===== src/verilog/drive_rail_pkg.sv =====
package drive_rail_pkg;

    // ************************************************************
    // Command codes of the configuration port
    // ************************************************************
    localparam logic [7:0] OV_RESP_CODE      = 8'hF8; // Overvoltage response byte.
    localparam logic [7:0] UV_RESP_CODE      = 8'hF9; // Undervoltage response byte.
    localparam logic [7:0] CLEAR_FAULTS_CODE = 8'h03; // Send-byte that clears status.

    // ************************************************************
    // Field layout and reset value of a response byte
    // ************************************************************
    localparam logic [7:0] RESP_RESET = 8'h80; // Disable and no retry.
    localparam int         MODE_HI    = 7;     // Response behaviour, upper bit.
    localparam int         MODE_LO    = 6;     // Response behaviour, lower bit.
    localparam int         RETRY_HI   = 5;     // Retry setting, upper bit.
    localparam int         RETRY_LO   = 3;     // Retry setting, lower bit.
    localparam int         TIME_HI    = 2;     // Retry and delay time, upper bit.
    localparam int         TIME_LO    = 0;     // Retry and delay time, lower bit.

    localparam logic [1:0] MODE_IGNORE  = 2'h0; // Keep running.
    localparam logic [1:0] MODE_DELAY   = 2'h1; // Delay, disable, retry.
    localparam logic [1:0] MODE_DISABLE = 2'h2; // Disable at once, retry.
    localparam logic [1:0] MODE_HOLD    = 2'h3; // Disabled while fault lasts.

    localparam logic [2:0] RETRY_NONE    = 3'h0; // No restart attempt.
    localparam logic [2:0] RETRY_ENDLESS = 3'h7; // Restart without end.

    // ************************************************************
    // Channels and timing
    // ************************************************************
    localparam int CH_OV  = 0; // Overvoltage channel index.
    localparam int CH_UV  = 1; // Undervoltage channel index.
    localparam int NUM_CH = 2; // Number of fault channels.

    localparam int CLK_PERIOD_NS    = 100;   // 10 MHz system clock.
    localparam int TIME_UNIT_NS     = 10000; // One step of the three-bit time count.
    localparam int TIME_UNIT_CYCLES = (TIME_UNIT_NS + CLK_PERIOD_NS - 1) / CLK_PERIOD_NS;

    // Per-channel response sequencer states.
    typedef enum logic [2:0] {
        ST_RUN,
        ST_DELAY,
        ST_HOLD,
        ST_SPACING,
        ST_LATCHED
    } resp_state_e;

endpackage : drive_rail_pkg


===== src/verilog/drive_rail_fault_response.sv =====
// Function
// - Keep own overvoltage response configuration byte.
// - Keep undervoltage response byte, same layout.
// - Mode 00 ignores; 01 delays, disables, retries.
// - Mode 10 disables at once, then retries.
// - Mode 11 disables while fault persists only.
// - Fault sets sticky status; only clear-faults or reset clears.
// - Retry 000 means stay disabled, no restart.
// - Retry 001-110 gives that many spaced restarts.
// - Retry 111 restarts endlessly until output disabled.
// - Time count sets delay and restart spacing.
// - Both response bytes reset to 80h.
// - Overvoltage when rail exceeds overvoltage threshold.
// - Undervoltage when rail below undervoltage threshold.
`timescale 1ns/1ps
module drive_rail_fault_response #(
    parameter int unsigned UNIT_CYCLES = drive_rail_pkg::TIME_UNIT_CYCLES
) (
    // Clock and reset
    input  wire logic        clk,
    input  wire logic        sys_rst,
    // Configuration command port
    input  wire logic        cmd_valid,
    input  wire logic        cmd_write,
    input  wire logic [7:0]  cmd_code,
    input  wire logic [7:0]  cmd_data,
    output logic             rsp_valid,
    output logic [7:0]       rsp_data,
    output logic             rsp_error,
    // Driver supply monitor
    input  wire logic [15:0] driver_supply_monitor,
    input  wire logic [15:0] drive_rail_overvoltage_threshold,
    input  wire logic [15:0] drive_rail_undervoltage_threshold,
    // Output control
    input  wire logic        enable_request,
    output logic             output_enable,
    output logic [1:0]       fault_status
);
    import drive_rail_pkg::*;

    // ************************************************************
    // Declarations
    // ************************************************************
    // Per-channel arrays are indexed by CH_OV and CH_UV throughout.
    logic [7:0]  resp_cfg   [NUM_CH]; // Response bytes, overvoltage first.
    resp_state_e state      [NUM_CH]; // Sequencer state per channel.
    logic [15:0] cnt        [NUM_CH]; // Delay and spacing down-counter.
    logic [2:0]  tries      [NUM_CH]; // Restart attempts used so far.
    logic [1:0]  fault_now;           // Live comparator result per channel.
    logic [1:0]  allow;               // Channel lets the output run.
    logic        wr_cmd;              // A write command this cycle.
    logic        clear_cmd;           // Clear-faults command this cycle.

    // Command decode; a clear is a write of the clear-faults code, its data unused.
    assign wr_cmd    = cmd_valid && cmd_write;
    assign clear_cmd = wr_cmd && (cmd_code == CLEAR_FAULTS_CODE);

    // Comparators; equality with a threshold is not a fault.
    assign fault_now[CH_OV] = driver_supply_monitor > drive_rail_overvoltage_threshold;
    assign fault_now[CH_UV] = driver_supply_monitor < drive_rail_undervoltage_threshold;

    // ************************************************************
    // Configuration registers
    // ************************************************************
    // Writes land one cycle after the command; no write protection here.
    always_ff @(posedge clk) begin
        if (sys_rst) begin
            resp_cfg[CH_OV] <= RESP_RESET;
            resp_cfg[CH_UV] <= RESP_RESET;
        end else if (wr_cmd && (cmd_code == OV_RESP_CODE)) begin
            resp_cfg[CH_OV] <= cmd_data;
        end else if (wr_cmd && (cmd_code == UV_RESP_CODE)) begin
            resp_cfg[CH_UV] <= cmd_data;
        end
    end

    // Read answers come one cycle later; unknown codes read zero and flag.
    // The data byte holds between reads so a slow host can still pick it up.
    always_ff @(posedge clk) begin
        if (sys_rst) begin
            rsp_valid <= 1'b0;
            rsp_data  <= 8'h00;
            rsp_error <= 1'b0;
        end else begin
            rsp_valid <= cmd_valid && !cmd_write;
            if (cmd_valid && !cmd_write && (cmd_code == OV_RESP_CODE)) begin
                rsp_data  <= resp_cfg[CH_OV];
                rsp_error <= 1'b0;
            end else if (cmd_valid && !cmd_write && (cmd_code == UV_RESP_CODE)) begin
                rsp_data  <= resp_cfg[CH_UV];
                rsp_error <= 1'b0;
            end else if (cmd_valid && !cmd_write) begin
                rsp_data  <= 8'h00;
                rsp_error <= 1'b1;
            end else begin
                rsp_data  <= rsp_data;
                rsp_error <= 1'b0;
            end
        end
    end

    // ************************************************************
    // Fault response sequencers
    // ************************************************************
    genvar i;
    generate
        for (i = 0; i < NUM_CH; i++) begin : g_ch
            logic [1:0]  mode;  // Response behaviour field.
            logic [2:0]  retry; // Retry setting field.
            logic [15:0] load;  // Delay or spacing length in cycles.
            logic        retry_left; // Another restart is permitted.

            // Field slices of this channel's response byte.
            assign mode  = resp_cfg[i][MODE_HI:MODE_LO];
            assign retry = resp_cfg[i][RETRY_HI:RETRY_LO];
            // Zero time count still costs one cycle of the counter.
            assign load  = 16'(32'(resp_cfg[i][TIME_HI:TIME_LO]) * UNIT_CYCLES);
            assign retry_left = (retry == RETRY_ENDLESS) || (tries[i] < retry);

            // RUN: output allowed, fault watched. DELAY: output still allowed
            // while the reaction time runs. SPACING: output off until the
            // next restart. HOLD: output off while the fault lasts. LATCHED:
            // output off until the enable request drops.
            // Configuration is read live rather than captured at the fault,
            // so a host rewrite takes effect at the next decision; that keeps
            // the logic small, but a rewrite mid-sequence changes its course.
            // Dropping the enable request is the restart by other means; it
            // also ends an endless retry loop.
            always_ff @(posedge clk) begin
                if (sys_rst || !enable_request) begin
                    state[i] <= ST_RUN;
                    cnt[i]   <= 16'h0000;
                    tries[i] <= 3'h0;
                end else begin
                    case (state[i])
                        ST_RUN: begin
                            if (fault_now[i] && (mode == MODE_DELAY)) begin
                                state[i] <= ST_DELAY;
                                cnt[i]   <= load;
                            end else if (fault_now[i] && (mode == MODE_HOLD)) begin
                                state[i] <= ST_HOLD;
                            end else if (fault_now[i] && (mode == MODE_DISABLE)) begin
                                // Shut off at once, then decide on a restart.
                                if ((retry != RETRY_NONE) && retry_left) begin
                                    state[i] <= ST_SPACING;
                                    cnt[i]   <= load;
                                    if (retry != RETRY_ENDLESS) begin
                                        tries[i] <= tries[i] + 3'h1;
                                    end
                                end else begin
                                    state[i] <= ST_LATCHED;
                                end
                            end
                        end
                        ST_DELAY: begin
                            // Output still runs while the reaction is delayed.
                            if (cnt[i] > 16'h0001) begin
                                cnt[i] <= cnt[i] - 16'h0001;
                            end else if ((retry != RETRY_NONE) && retry_left) begin
                                state[i] <= ST_SPACING;
                                cnt[i]   <= load;
                                if (retry != RETRY_ENDLESS) begin
                                    tries[i] <= tries[i] + 3'h1;
                                end
                            end else begin
                                state[i] <= ST_LATCHED;
                            end
                        end
                        ST_HOLD: begin
                            if (!fault_now[i]) begin
                                state[i] <= ST_RUN;
                            end
                        end
                        ST_SPACING: begin
                            // The restart does not look at the fault; a fault
                            // still present is simply caught again in RUN.
                            if (cnt[i] > 16'h0001) begin
                                cnt[i] <= cnt[i] - 16'h0001;
                            end else begin
                                state[i] <= ST_RUN;
                            end
                        end
                        default: begin
                            state[i] <= ST_LATCHED;
                        end
                    endcase
                end
            end

            assign allow[i] = (state[i] == ST_RUN) || (state[i] == ST_DELAY);

            // Sticky status: a fault in the clearing cycle keeps the bit set.
            // Status is set whatever the response mode, ignore included.
            always_ff @(posedge clk) begin
                if (sys_rst) begin
                    fault_status[i] <= 1'b0;
                end else if (fault_now[i]) begin
                    fault_status[i] <= 1'b1;
                end else if (clear_cmd) begin
                    fault_status[i] <= 1'b0;
                end
            end

            // ********************************************************
            // Checks per channel
            // ********************************************************
            ignore_mode_a: assert property (@(posedge clk) disable iff (sys_rst)
                (state[i] == ST_RUN) && (mode == MODE_IGNORE) && enable_request
                |=> (state[i] == ST_RUN))
                else $error("ignore mode left the run state");
            disable_now_a: assert property (@(posedge clk) disable iff (sys_rst)
                (state[i] == ST_RUN) && fault_now[i] && (mode == MODE_DISABLE) && enable_request
                |=> !allow[i] ##1 !output_enable)
                else $error("disable mode did not shut the output");
            hold_release_a: assert property (@(posedge clk) disable iff (sys_rst)
                (state[i] == ST_HOLD) && !fault_now[i] && enable_request
                |=> (state[i] == ST_RUN))
                else $error("hold mode did not release");
            status_sticky_a: assert property (@(posedge clk) disable iff (sys_rst)
                fault_status[i] && !clear_cmd |=> fault_status[i])
                else $error("fault status dropped without clear");
            fault_sets_a: assert property (@(posedge clk) disable iff (sys_rst)
                fault_now[i] |=> fault_status[i])
                else $error("detected fault did not set status");
            latched_stays_a: assert property (@(posedge clk) disable iff (sys_rst)
                (state[i] == ST_LATCHED) && enable_request |=> (state[i] == ST_LATCHED))
                else $error("latched channel restarted by itself");
            tries_bound_a: assert property (@(posedge clk) disable iff (sys_rst)
                (retry != RETRY_ENDLESS) && $changed(tries[i]) && (tries[i] != 3'h0)
                |-> (tries[i] <= retry))
                else $error("more restarts than the retry setting");
            spacing_len_a: assert property (@(posedge clk) disable iff (sys_rst)
                $rose(state[i] == ST_SPACING) && enable_request |-> (cnt[i] == load))
                else $error("spacing count not loaded from time field");
            // A finished spacing always hands the channel back to RUN.
            spacing_end_a: assert property (@(posedge clk) disable iff (sys_rst)
                (state[i] == ST_SPACING) && (cnt[i] <= 16'h0001) && enable_request
                |=> (state[i] == ST_RUN))
                else $error("spacing did not end in a restart");
            // A delayed reaction keeps counting before it acts.
            delay_runs_a: assert property (@(posedge clk) disable iff (sys_rst)
                (state[i] == ST_DELAY) && (cnt[i] > 16'h0001) && enable_request
                |=> (state[i] == ST_DELAY))
                else $error("delayed reaction cut short");

            // Scenarios worth seeing: a restart, a hold release and a delayed latch.
            retry_seen_c: cover property (@(posedge clk) disable iff (sys_rst)
                (state[i] == ST_SPACING) ##1 (state[i] == ST_RUN));
            hold_seen_c: cover property (@(posedge clk) disable iff (sys_rst)
                (state[i] == ST_HOLD) ##1 (state[i] == ST_RUN));
            latch_seen_c: cover property (@(posedge clk) disable iff (sys_rst)
                (state[i] == ST_DELAY) ##1 (state[i] == ST_LATCHED));
        end
    endgenerate

    // ************************************************************
    // Output enable
    // ************************************************************
    // Registered so the pin never glitches; costs one cycle of reaction.
    // Either channel withdrawing its allow turns the output off; the two
    // channels never wait for each other.
    always_ff @(posedge clk) begin
        if (sys_rst) begin
            output_enable <= 1'b0;
        end else begin
            output_enable <= enable_request && (&allow);
        end
    end

    ov_cfg_write_a: assert property (@(posedge clk) disable iff (sys_rst)
        wr_cmd && (cmd_code == OV_RESP_CODE) |=> (resp_cfg[CH_OV] == $past(cmd_data)))
        else $error("overvoltage response byte not written");
    uv_cfg_write_a: assert property (@(posedge clk) disable iff (sys_rst)
        wr_cmd && (cmd_code == UV_RESP_CODE) |=> (resp_cfg[CH_UV] == $past(cmd_data)))
        else $error("undervoltage response byte not written");
    // Judged one edge after reset is seen, so the first edge of the run,
    // before reset has taken effect, is not judged.
    reset_value_a: assert property (@(posedge clk)
        sys_rst |=> (resp_cfg[CH_OV] == RESP_RESET) && (resp_cfg[CH_UV] == RESP_RESET))
        else $error("response byte reset value wrong");

    // ************************************************************
    // Command port and output checks
    // ************************************************************
    // A read is always answered on the next edge, mapped or not.
    read_answer_a: assert property (@(posedge clk) disable iff (sys_rst)
        cmd_valid && !cmd_write |=> rsp_valid)
        else $error("read command got no answer");
    read_ov_a: assert property (@(posedge clk) disable iff (sys_rst)
        cmd_valid && !cmd_write && (cmd_code == OV_RESP_CODE)
        |=> (rsp_data == $past(resp_cfg[CH_OV])) && !rsp_error)
        else $error("overvoltage response byte read back wrong");
    read_uv_a: assert property (@(posedge clk) disable iff (sys_rst)
        cmd_valid && !cmd_write && (cmd_code == UV_RESP_CODE)
        |=> (rsp_data == $past(resp_cfg[CH_UV])) && !rsp_error)
        else $error("undervoltage response byte read back wrong");
    // A clear with no live fault must leave both status bits low.
    clear_status_a: assert property (@(posedge clk) disable iff (sys_rst)
        clear_cmd && (fault_now == 2'h0) |=> (fault_status == 2'h0))
        else $error("clear-faults left a status bit set");
    // Dropping the enable request turns the output off on the next edge.
    enable_off_a: assert property (@(posedge clk) disable iff (sys_rst)
        !enable_request |=> !output_enable)
        else $error("output stayed on without an enable request");

endmodule : drive_rail_fault_response


===== config.mk =====
export PLATFORM = sky130hd
export DESIGN_NAME = drive_rail_fault_response
export DESIGN_NICKNAME = d
export VERILOG_FILES = /design/src/verilog/drive_rail_pkg.sv /design/src/verilog/drive_rail_fault_response.sv
export SDC_FILE = /design/constraint.sdc
export NUM_CORES = 1
export LEC_CHECK = 0
export BUFFER_PORTS_ARGS = -buffer_cell sky130_fd_sc_hd__buf_4
export CAP_MARGIN = 20
export CORE_UTILIZATION = 40
export DETAILED_ROUTE_END_ITERATION = 12
export PLACE_DENSITY = 0.65
export SLEW_MARGIN = 30
export SYNTH_ARGS = -nofsm -noshare
export SYNTH_HDL_FRONTEND = slang
export SYNTH_SLANG_ARGS = --single-unit

===== constraint.sdc =====
create_clock -name clk -period 7.66 [get_ports clk]
set_clock_uncertainty 0.1 [all_clocks]
set_input_delay 0.766 -clock clk [delete_from_list [all_inputs] [get_ports clk]]
set_output_delay 0.766 -clock clk [all_outputs]
set_load 0.03 [all_outputs]

==> flow_results.xml <==
<?xml version="1.0" encoding="UTF-8"?>
<metrics>
  <group name="synth">
    <metric name="synthCells" unit="">489</metric>
    <metric name="post-synth-top-area-cell" unit="">sky130_fd_sc_hd__edfxtp_1</metric>
    <metric name="avgSynthCellArea" unit="sq um">9.93</metric>
    <metric name="synth_top_area_share" unit="%">37.1</metric>
    <metric name="yosys_warnings" unit="">0</metric>
    <metric name="synthFlopType" unit="">sky130_fd_sc_hd__edfxtp_1</metric>
    <metric name="synth.yosys.seq_area_share" unit="%">42.5</metric>
    <metric name="postSynthNetCount" unit="">608</metric>
    <metric name="postSynth.asyncResetShare" unit="%">0</metric>
    <metric name="ys_ff_latch" unit="">73</metric>
    <metric name="synth_top_cells_by_area" unit="">sky130_fd_sc_hd__edfxtp_1 37%, sky130_fd_sc_hd__ha_1 13%, sky130_fd_sc_hd__dfxtp_1 5.4%, sky130_fd_sc_hd__nor2_1 4.3%, sky130_fd_sc_hd__inv_1 3.9%</metric>
    <metric name="synthDistinctLibCells" unit="">56</metric>
    <metric name="synth_enable_flop_cells" unit="">60</metric>
    <metric name="synthesis.area" unit="sq um">4850</metric>
  </group>
  <group name="setup_path">
    <metric name="worstSetupStartpoint" unit="">cnt[1][4]$_SDFFCE_PN0P_</metric>
    <metric name="worst_path_dominant_cell_family" unit="">simple AND/OR/NAND/NOR gates</metric>
    <metric name="worst_reg2reg_path_depth" unit="">6</metric>
    <metric name="critPathCapture" unit="">cnt[1][5]$_SDFFCE_PN0P_</metric>
    <metric name="timing.critical_path.from_type" unit="">register</metric>
    <metric name="regToRegEndpoint" unit="">cnt[1][5]$_SDFFCE_PN0P_</metric>
    <metric name="critical_path_arrival" unit="ps">3310</metric>
    <metric name="timing.reg2reg.setup_slack" unit="ps">4220</metric>
    <metric name="setup.worst_path.end_class" unit="">register</metric>
    <metric name="most_numerous_cell_on_the_critical_path" unit="">sky130_fd_sc_hd__or3_1</metric>
    <metric name="crit_cells" unit="">6</metric>
    <metric name="criticalPathCategory" unit="">reg -&gt; reg</metric>
    <metric name="cp_cell_sequence" unit="">or4_4, or3_4, o31ai_2, or3_1, nand2_1, or3_1</metric>
    <metric name="worst_path_largest_cell_delay" unit="ps">700</metric>
    <metric name="worstReg2RegStart" unit="">cnt[1][4]$_SDFFCE_PN0P_</metric>
    <metric name="critPathRequiredTime" unit="ps">7530</metric>
    <metric name="critPathSlowestCell" unit="">sky130_fd_sc_hd__or3_1</metric>
    <metric name="crit_path_max_fanout" unit="">17</metric>
    <metric name="timing.critical_path.buf_inv" unit="">0</metric>
  </group>
  <group name="placement">
    <metric name="placement.io_buffers" unit="">81</metric>
    <metric name="gpl.final_weighted_congestion" unit="">0.873</metric>
    <metric name="dpl_worst_slack" unit="ps">4130</metric>
    <metric name="hpwlAfterDp" unit="um">8100</metric>
    <metric name="placed_cell_area" unit="sq um">5610</metric>
  </group>
  <group name="sta">
    <metric name="fin_setup_tns" unit="ps">0</metric>
    <metric name="final.period_utilization" unit="%">44.9</metric>
    <metric name="timing_worst_slew_pin_value" unit="ps">809</metric>
    <metric name="slew_violations" unit="">0</metric>
    <metric name="finalHoldViolCount" unit="">0</metric>
    <metric name="min_period" unit="ps">3440</metric>
    <metric name="finalWorstSetupSlack" unit="ps">4220</metric>
    <metric name="grt_setup_unrepaired" unit="">false</metric>
    <metric name="setup-violations-final" unit="">0</metric>
    <metric name="fmax" unit="GHz">0.291</metric>
    <metric name="slew_headroom" unit="%">44.7</metric>
  </group>
  <group name="outcome">
    <metric name="outcome" unit="">finished with violations</metric>
    <metric name="failed_checks" unit="">design-rule violations</metric>
  </group>
  <group name="layout">
    <metric name="insertedDiodeCount" unit="">0</metric>
    <metric name="mostFrequentLayoutCell" unit="">sky130_fd_sc_hd__buf_4</metric>
    <metric name="layout-drive-gt1-share" unit="%">18.5</metric>
    <metric name="design_area" unit="sq um">5930</metric>
    <metric name="syn_to_final_growth" unit="%">22.1</metric>
    <metric name="layout_common_cells" unit="">83 x sky130_fd_sc_hd__buf_4, 60 x sky130_fd_sc_hd__edfxtp_1, 55 x sky130_fd_sc_hd__nor2_1</metric>
    <metric name="final_nets" unit="">691</metric>
  </group>
  <group name="detailed_routing">
    <metric name="first_iter_violations" unit="">192</metric>
    <metric name="via_count" unit="">3908</metric>
    <metric name="total_detailed_routing_wirelength" unit="um">10500</metric>
    <metric name="ratio_of_routed_vias_to_standard_cells" unit="">5.43</metric>
    <metric name="drtPass1Iterations" unit="">8</metric>
    <metric name="drc" unit="">3</metric>
    <metric name="post_drt_wl_per_cell" unit="um">14.6</metric>
    <metric name="drt.antenna.violating_nets" unit="">0</metric>
  </group>
  <group name="clocking">
    <metric name="h-tree-depth" unit="">3</metric>
    <metric name="numClockSinks" unit="">73</metric>
    <metric name="post_cts_resize_count" unit="">0</metric>
    <metric name="holdBufCountCts" unit="">0</metric>
    <metric name="cts_tree" unit="">built</metric>
    <metric name="cts-root-to-sink-buffers" unit="">2</metric>
    <metric name="clk-insertion-delay-late" unit="ps">330</metric>
    <metric name="cts.reportedPaths.clkPinSlew" unit="ps">60</metric>
    <metric name="cts-root-buf" unit="">sky130_fd_sc_hd__clkbuf_16</metric>
    <metric name="post-cts-setup-buffer-count" unit="">0</metric>
    <metric name="tritoncts.num_buffers" unit="">9</metric>
  </group>
  <group name="floorplan">
    <metric name="initial_utilization" unit="%">41.8</metric>
    <metric name="io_pins" unit="">82</metric>
    <metric name="fp.dieW" unit="um">112</metric>
    <metric name="placementRows" unit="">39</metric>
    <metric name="die_height" unit="um">112</metric>
    <metric name="fp.coreArea" unit="sq um">11600</metric>
    <metric name="die_area" unit="sq um">12600</metric>
  </group>
  <group name="global_routing">
    <metric name="number_of_antenna_violations_at_the_first_check_in_global_routing" unit="">0</metric>
    <metric name="overflow" unit="">0</metric>
    <metric name="grt_start_max_net_pins" unit="">20</metric>
    <metric name="grt_usage" unit="%">17.8</metric>
    <metric name="global_route_wire_length_before_repair" unit="um">18000</metric>
    <metric name="vias_in_the_first_global_route" unit="">3877</metric>
  </group>
  <group name="power">
    <metric name="power.ir.vdd_worst" unit="mV">0.106</metric>
    <metric name="power.density" unit="nW/um^2">194</metric>
    <metric name="static-leakage-power" unit="nW">2.56</metric>
  </group>
  <group name="min_path">
    <metric name="worst_hold_class" unit="">reg -&gt; reg</metric>
  </group>
  <group name="flow_run">
    <metric name="max_cap_viol_count" unit="">0</metric>
  </group>
</metrics>
[how the worst min path moves through the flow]
| stage | slack [ps] | depth (start not counted) | start | end |
|---|---|---|---|---|
| after floorplan | 450 | 1 | tries[1][0]$_SDFFCE_PN0P_ | tries[1][0]$_SDFFCE_PN0P_ |
| after global placement | 370 | 2 | fault_status[1]$_SDFFE_PP0P_ | fault_status[1]$_SDFFE_PP0P_ |
| after detailed placement | 350 | 2 | fault_status[1]$_SDFFE_PP0P_ | fault_status[1]$_SDFFE_PP0P_ |
| after CTS | 370 | 2 | fault_status[1]$_SDFFE_PP0P_ | fault_status[1]$_SDFFE_PP0P_ |
| after global routing | 410 | 2 | fault_status[1]$_SDFFE_PP0P_ | fault_status[1]$_SDFFE_PP0P_ |
| final | 360 | 2 | fault_status[1]$_SDFFE_PP0P_ | fault_status[1]$_SDFFE_PP0P_ |
[per-layer routing]
metal	share of wire, %	GRT usage [%]	vias up
li1	-	-	1971
met1	46	22.8	1831
met2	47	30.4	96
met3	5.0	3.56	10
met4	1.3	5.24	0
met5	0	0	-
[state kept, by name, indices dropped and copies added, names as in the netlist]
| signal | count |
|---|---|
| state | 6 |
| fault_status | 2 |
| rsp_valid | 1 |
| output_enable | 1 |
| rsp_data | 8 |
| rsp_error | 1 |
| resp_cfg | 16 |
| tries | 6 |
| cnt | 32 |
[synthesized netlist by cell type, types with 2 or more instances]
cell type / instances
sky130_fd_sc_hd__o21bai_1: 2
sky130_fd_sc_hd__nand2b_1: 8
sky130_fd_sc_hd__nand3_1: 18
sky130_fd_sc_hd__o31ai_1: 2
sky130_fd_sc_hd__nor2_1: 55
sky130_fd_sc_hd__a21o_1: 3
sky130_fd_sc_hd__o21a_1: 3
sky130_fd_sc_hd__and3_1: 2
sky130_fd_sc_hd__o2bb2ai_1: 16
sky130_fd_sc_hd__o221ai_1: 2
sky130_fd_sc_hd__mux2i_1: 9
sky130_fd_sc_hd__a21oi_1: 17
sky130_fd_sc_hd__a2111o_1: 2
sky130_fd_sc_hd__nor3b_1: 3
sky130_fd_sc_hd__edfxtp_1: 60
sky130_fd_sc_hd__o31ai_2: 2
sky130_fd_sc_hd__or2_2: 3
sky130_fd_sc_hd__o31a_1: 2
sky130_fd_sc_hd__and2_1: 10
sky130_fd_sc_hd__xor2_1: 12
sky130_fd_sc_hd__o21ai_0: 8
sky130_fd_sc_hd__dfxtp_1: 13
sky130_fd_sc_hd__or3_1: 8
sky130_fd_sc_hd__nand2_1: 19
sky130_fd_sc_hd__a22oi_1: 8
sky130_fd_sc_hd__nand4_1: 12
sky130_fd_sc_hd__nor4_1: 9
sky130_fd_sc_hd__or4_1: 2
sky130_fd_sc_hd__clkbuf_1: 9
sky130_fd_sc_hd__nor2b_1: 8
sky130_fd_sc_hd__a2111oi_0: 2
sky130_fd_sc_hd__nor4b_1: 4
sky130_fd_sc_hd__xnor2_1: 18
sky130_fd_sc_hd__nor3_1: 18
sky130_fd_sc_hd__ha_1: 50
sky130_fd_sc_hd__inv_1: 50
[kinds of logic after synthesis]
group,share of synthesized area (%)
buffers and inverters,4.90
and+or+nand+nor,19.5
muxes,1.86
DFF,42.5
adders and majority gates,12.9
xor gates and xnor gates,5.41
AOI/OAI and AO/OA,13.0
[through the flow]
step / instances / power, mW / hold WS [ps] / utilization [%]
detailed placement: 704 / 0.700 / 353 / 48.3
global route: 720 / 1.20 / 408 / 51.0
CTS: 720 / 1.15 / 368 / 51.0
floorplan: 489 / 0.628 / 452 / -
global placement: 704 / 0.696 / 371 / 48.3
finish: 720 / 1.15 / 365 / 51.0
[tightest hold or removal path, cell delays in order, from the launching register on]
cell                      delay (ps)
sky130_fd_sc_hd__dfxtp_1         310
sky130_fd_sc_hd__nand2_1          50
sky130_fd_sc_hd__a21oi_1          50
[report_power, final]
group,switching [mW],internal [mW],leakage [nW],total [mW]
clock network,0.167,0.286,0.149,0.454
logic,0.113,0.0966,1.66,0.210
registers,0.0258,0.458,0.754,0.484
total,0.306,0.841,2.56,1.15
[layout make-up]
class / instances / area [sq um]
fill: 1038 / 5690
clock inverter: 6 / 92.6
multi-input combinational: 355 / 2550
timing repair buffer: 83 / 623
clock buffer: 10 / 229
inverter: 50 / 188
tap: 143 / 179
sequential: 73 / 2060
Power figures use the tool's default switching activity.
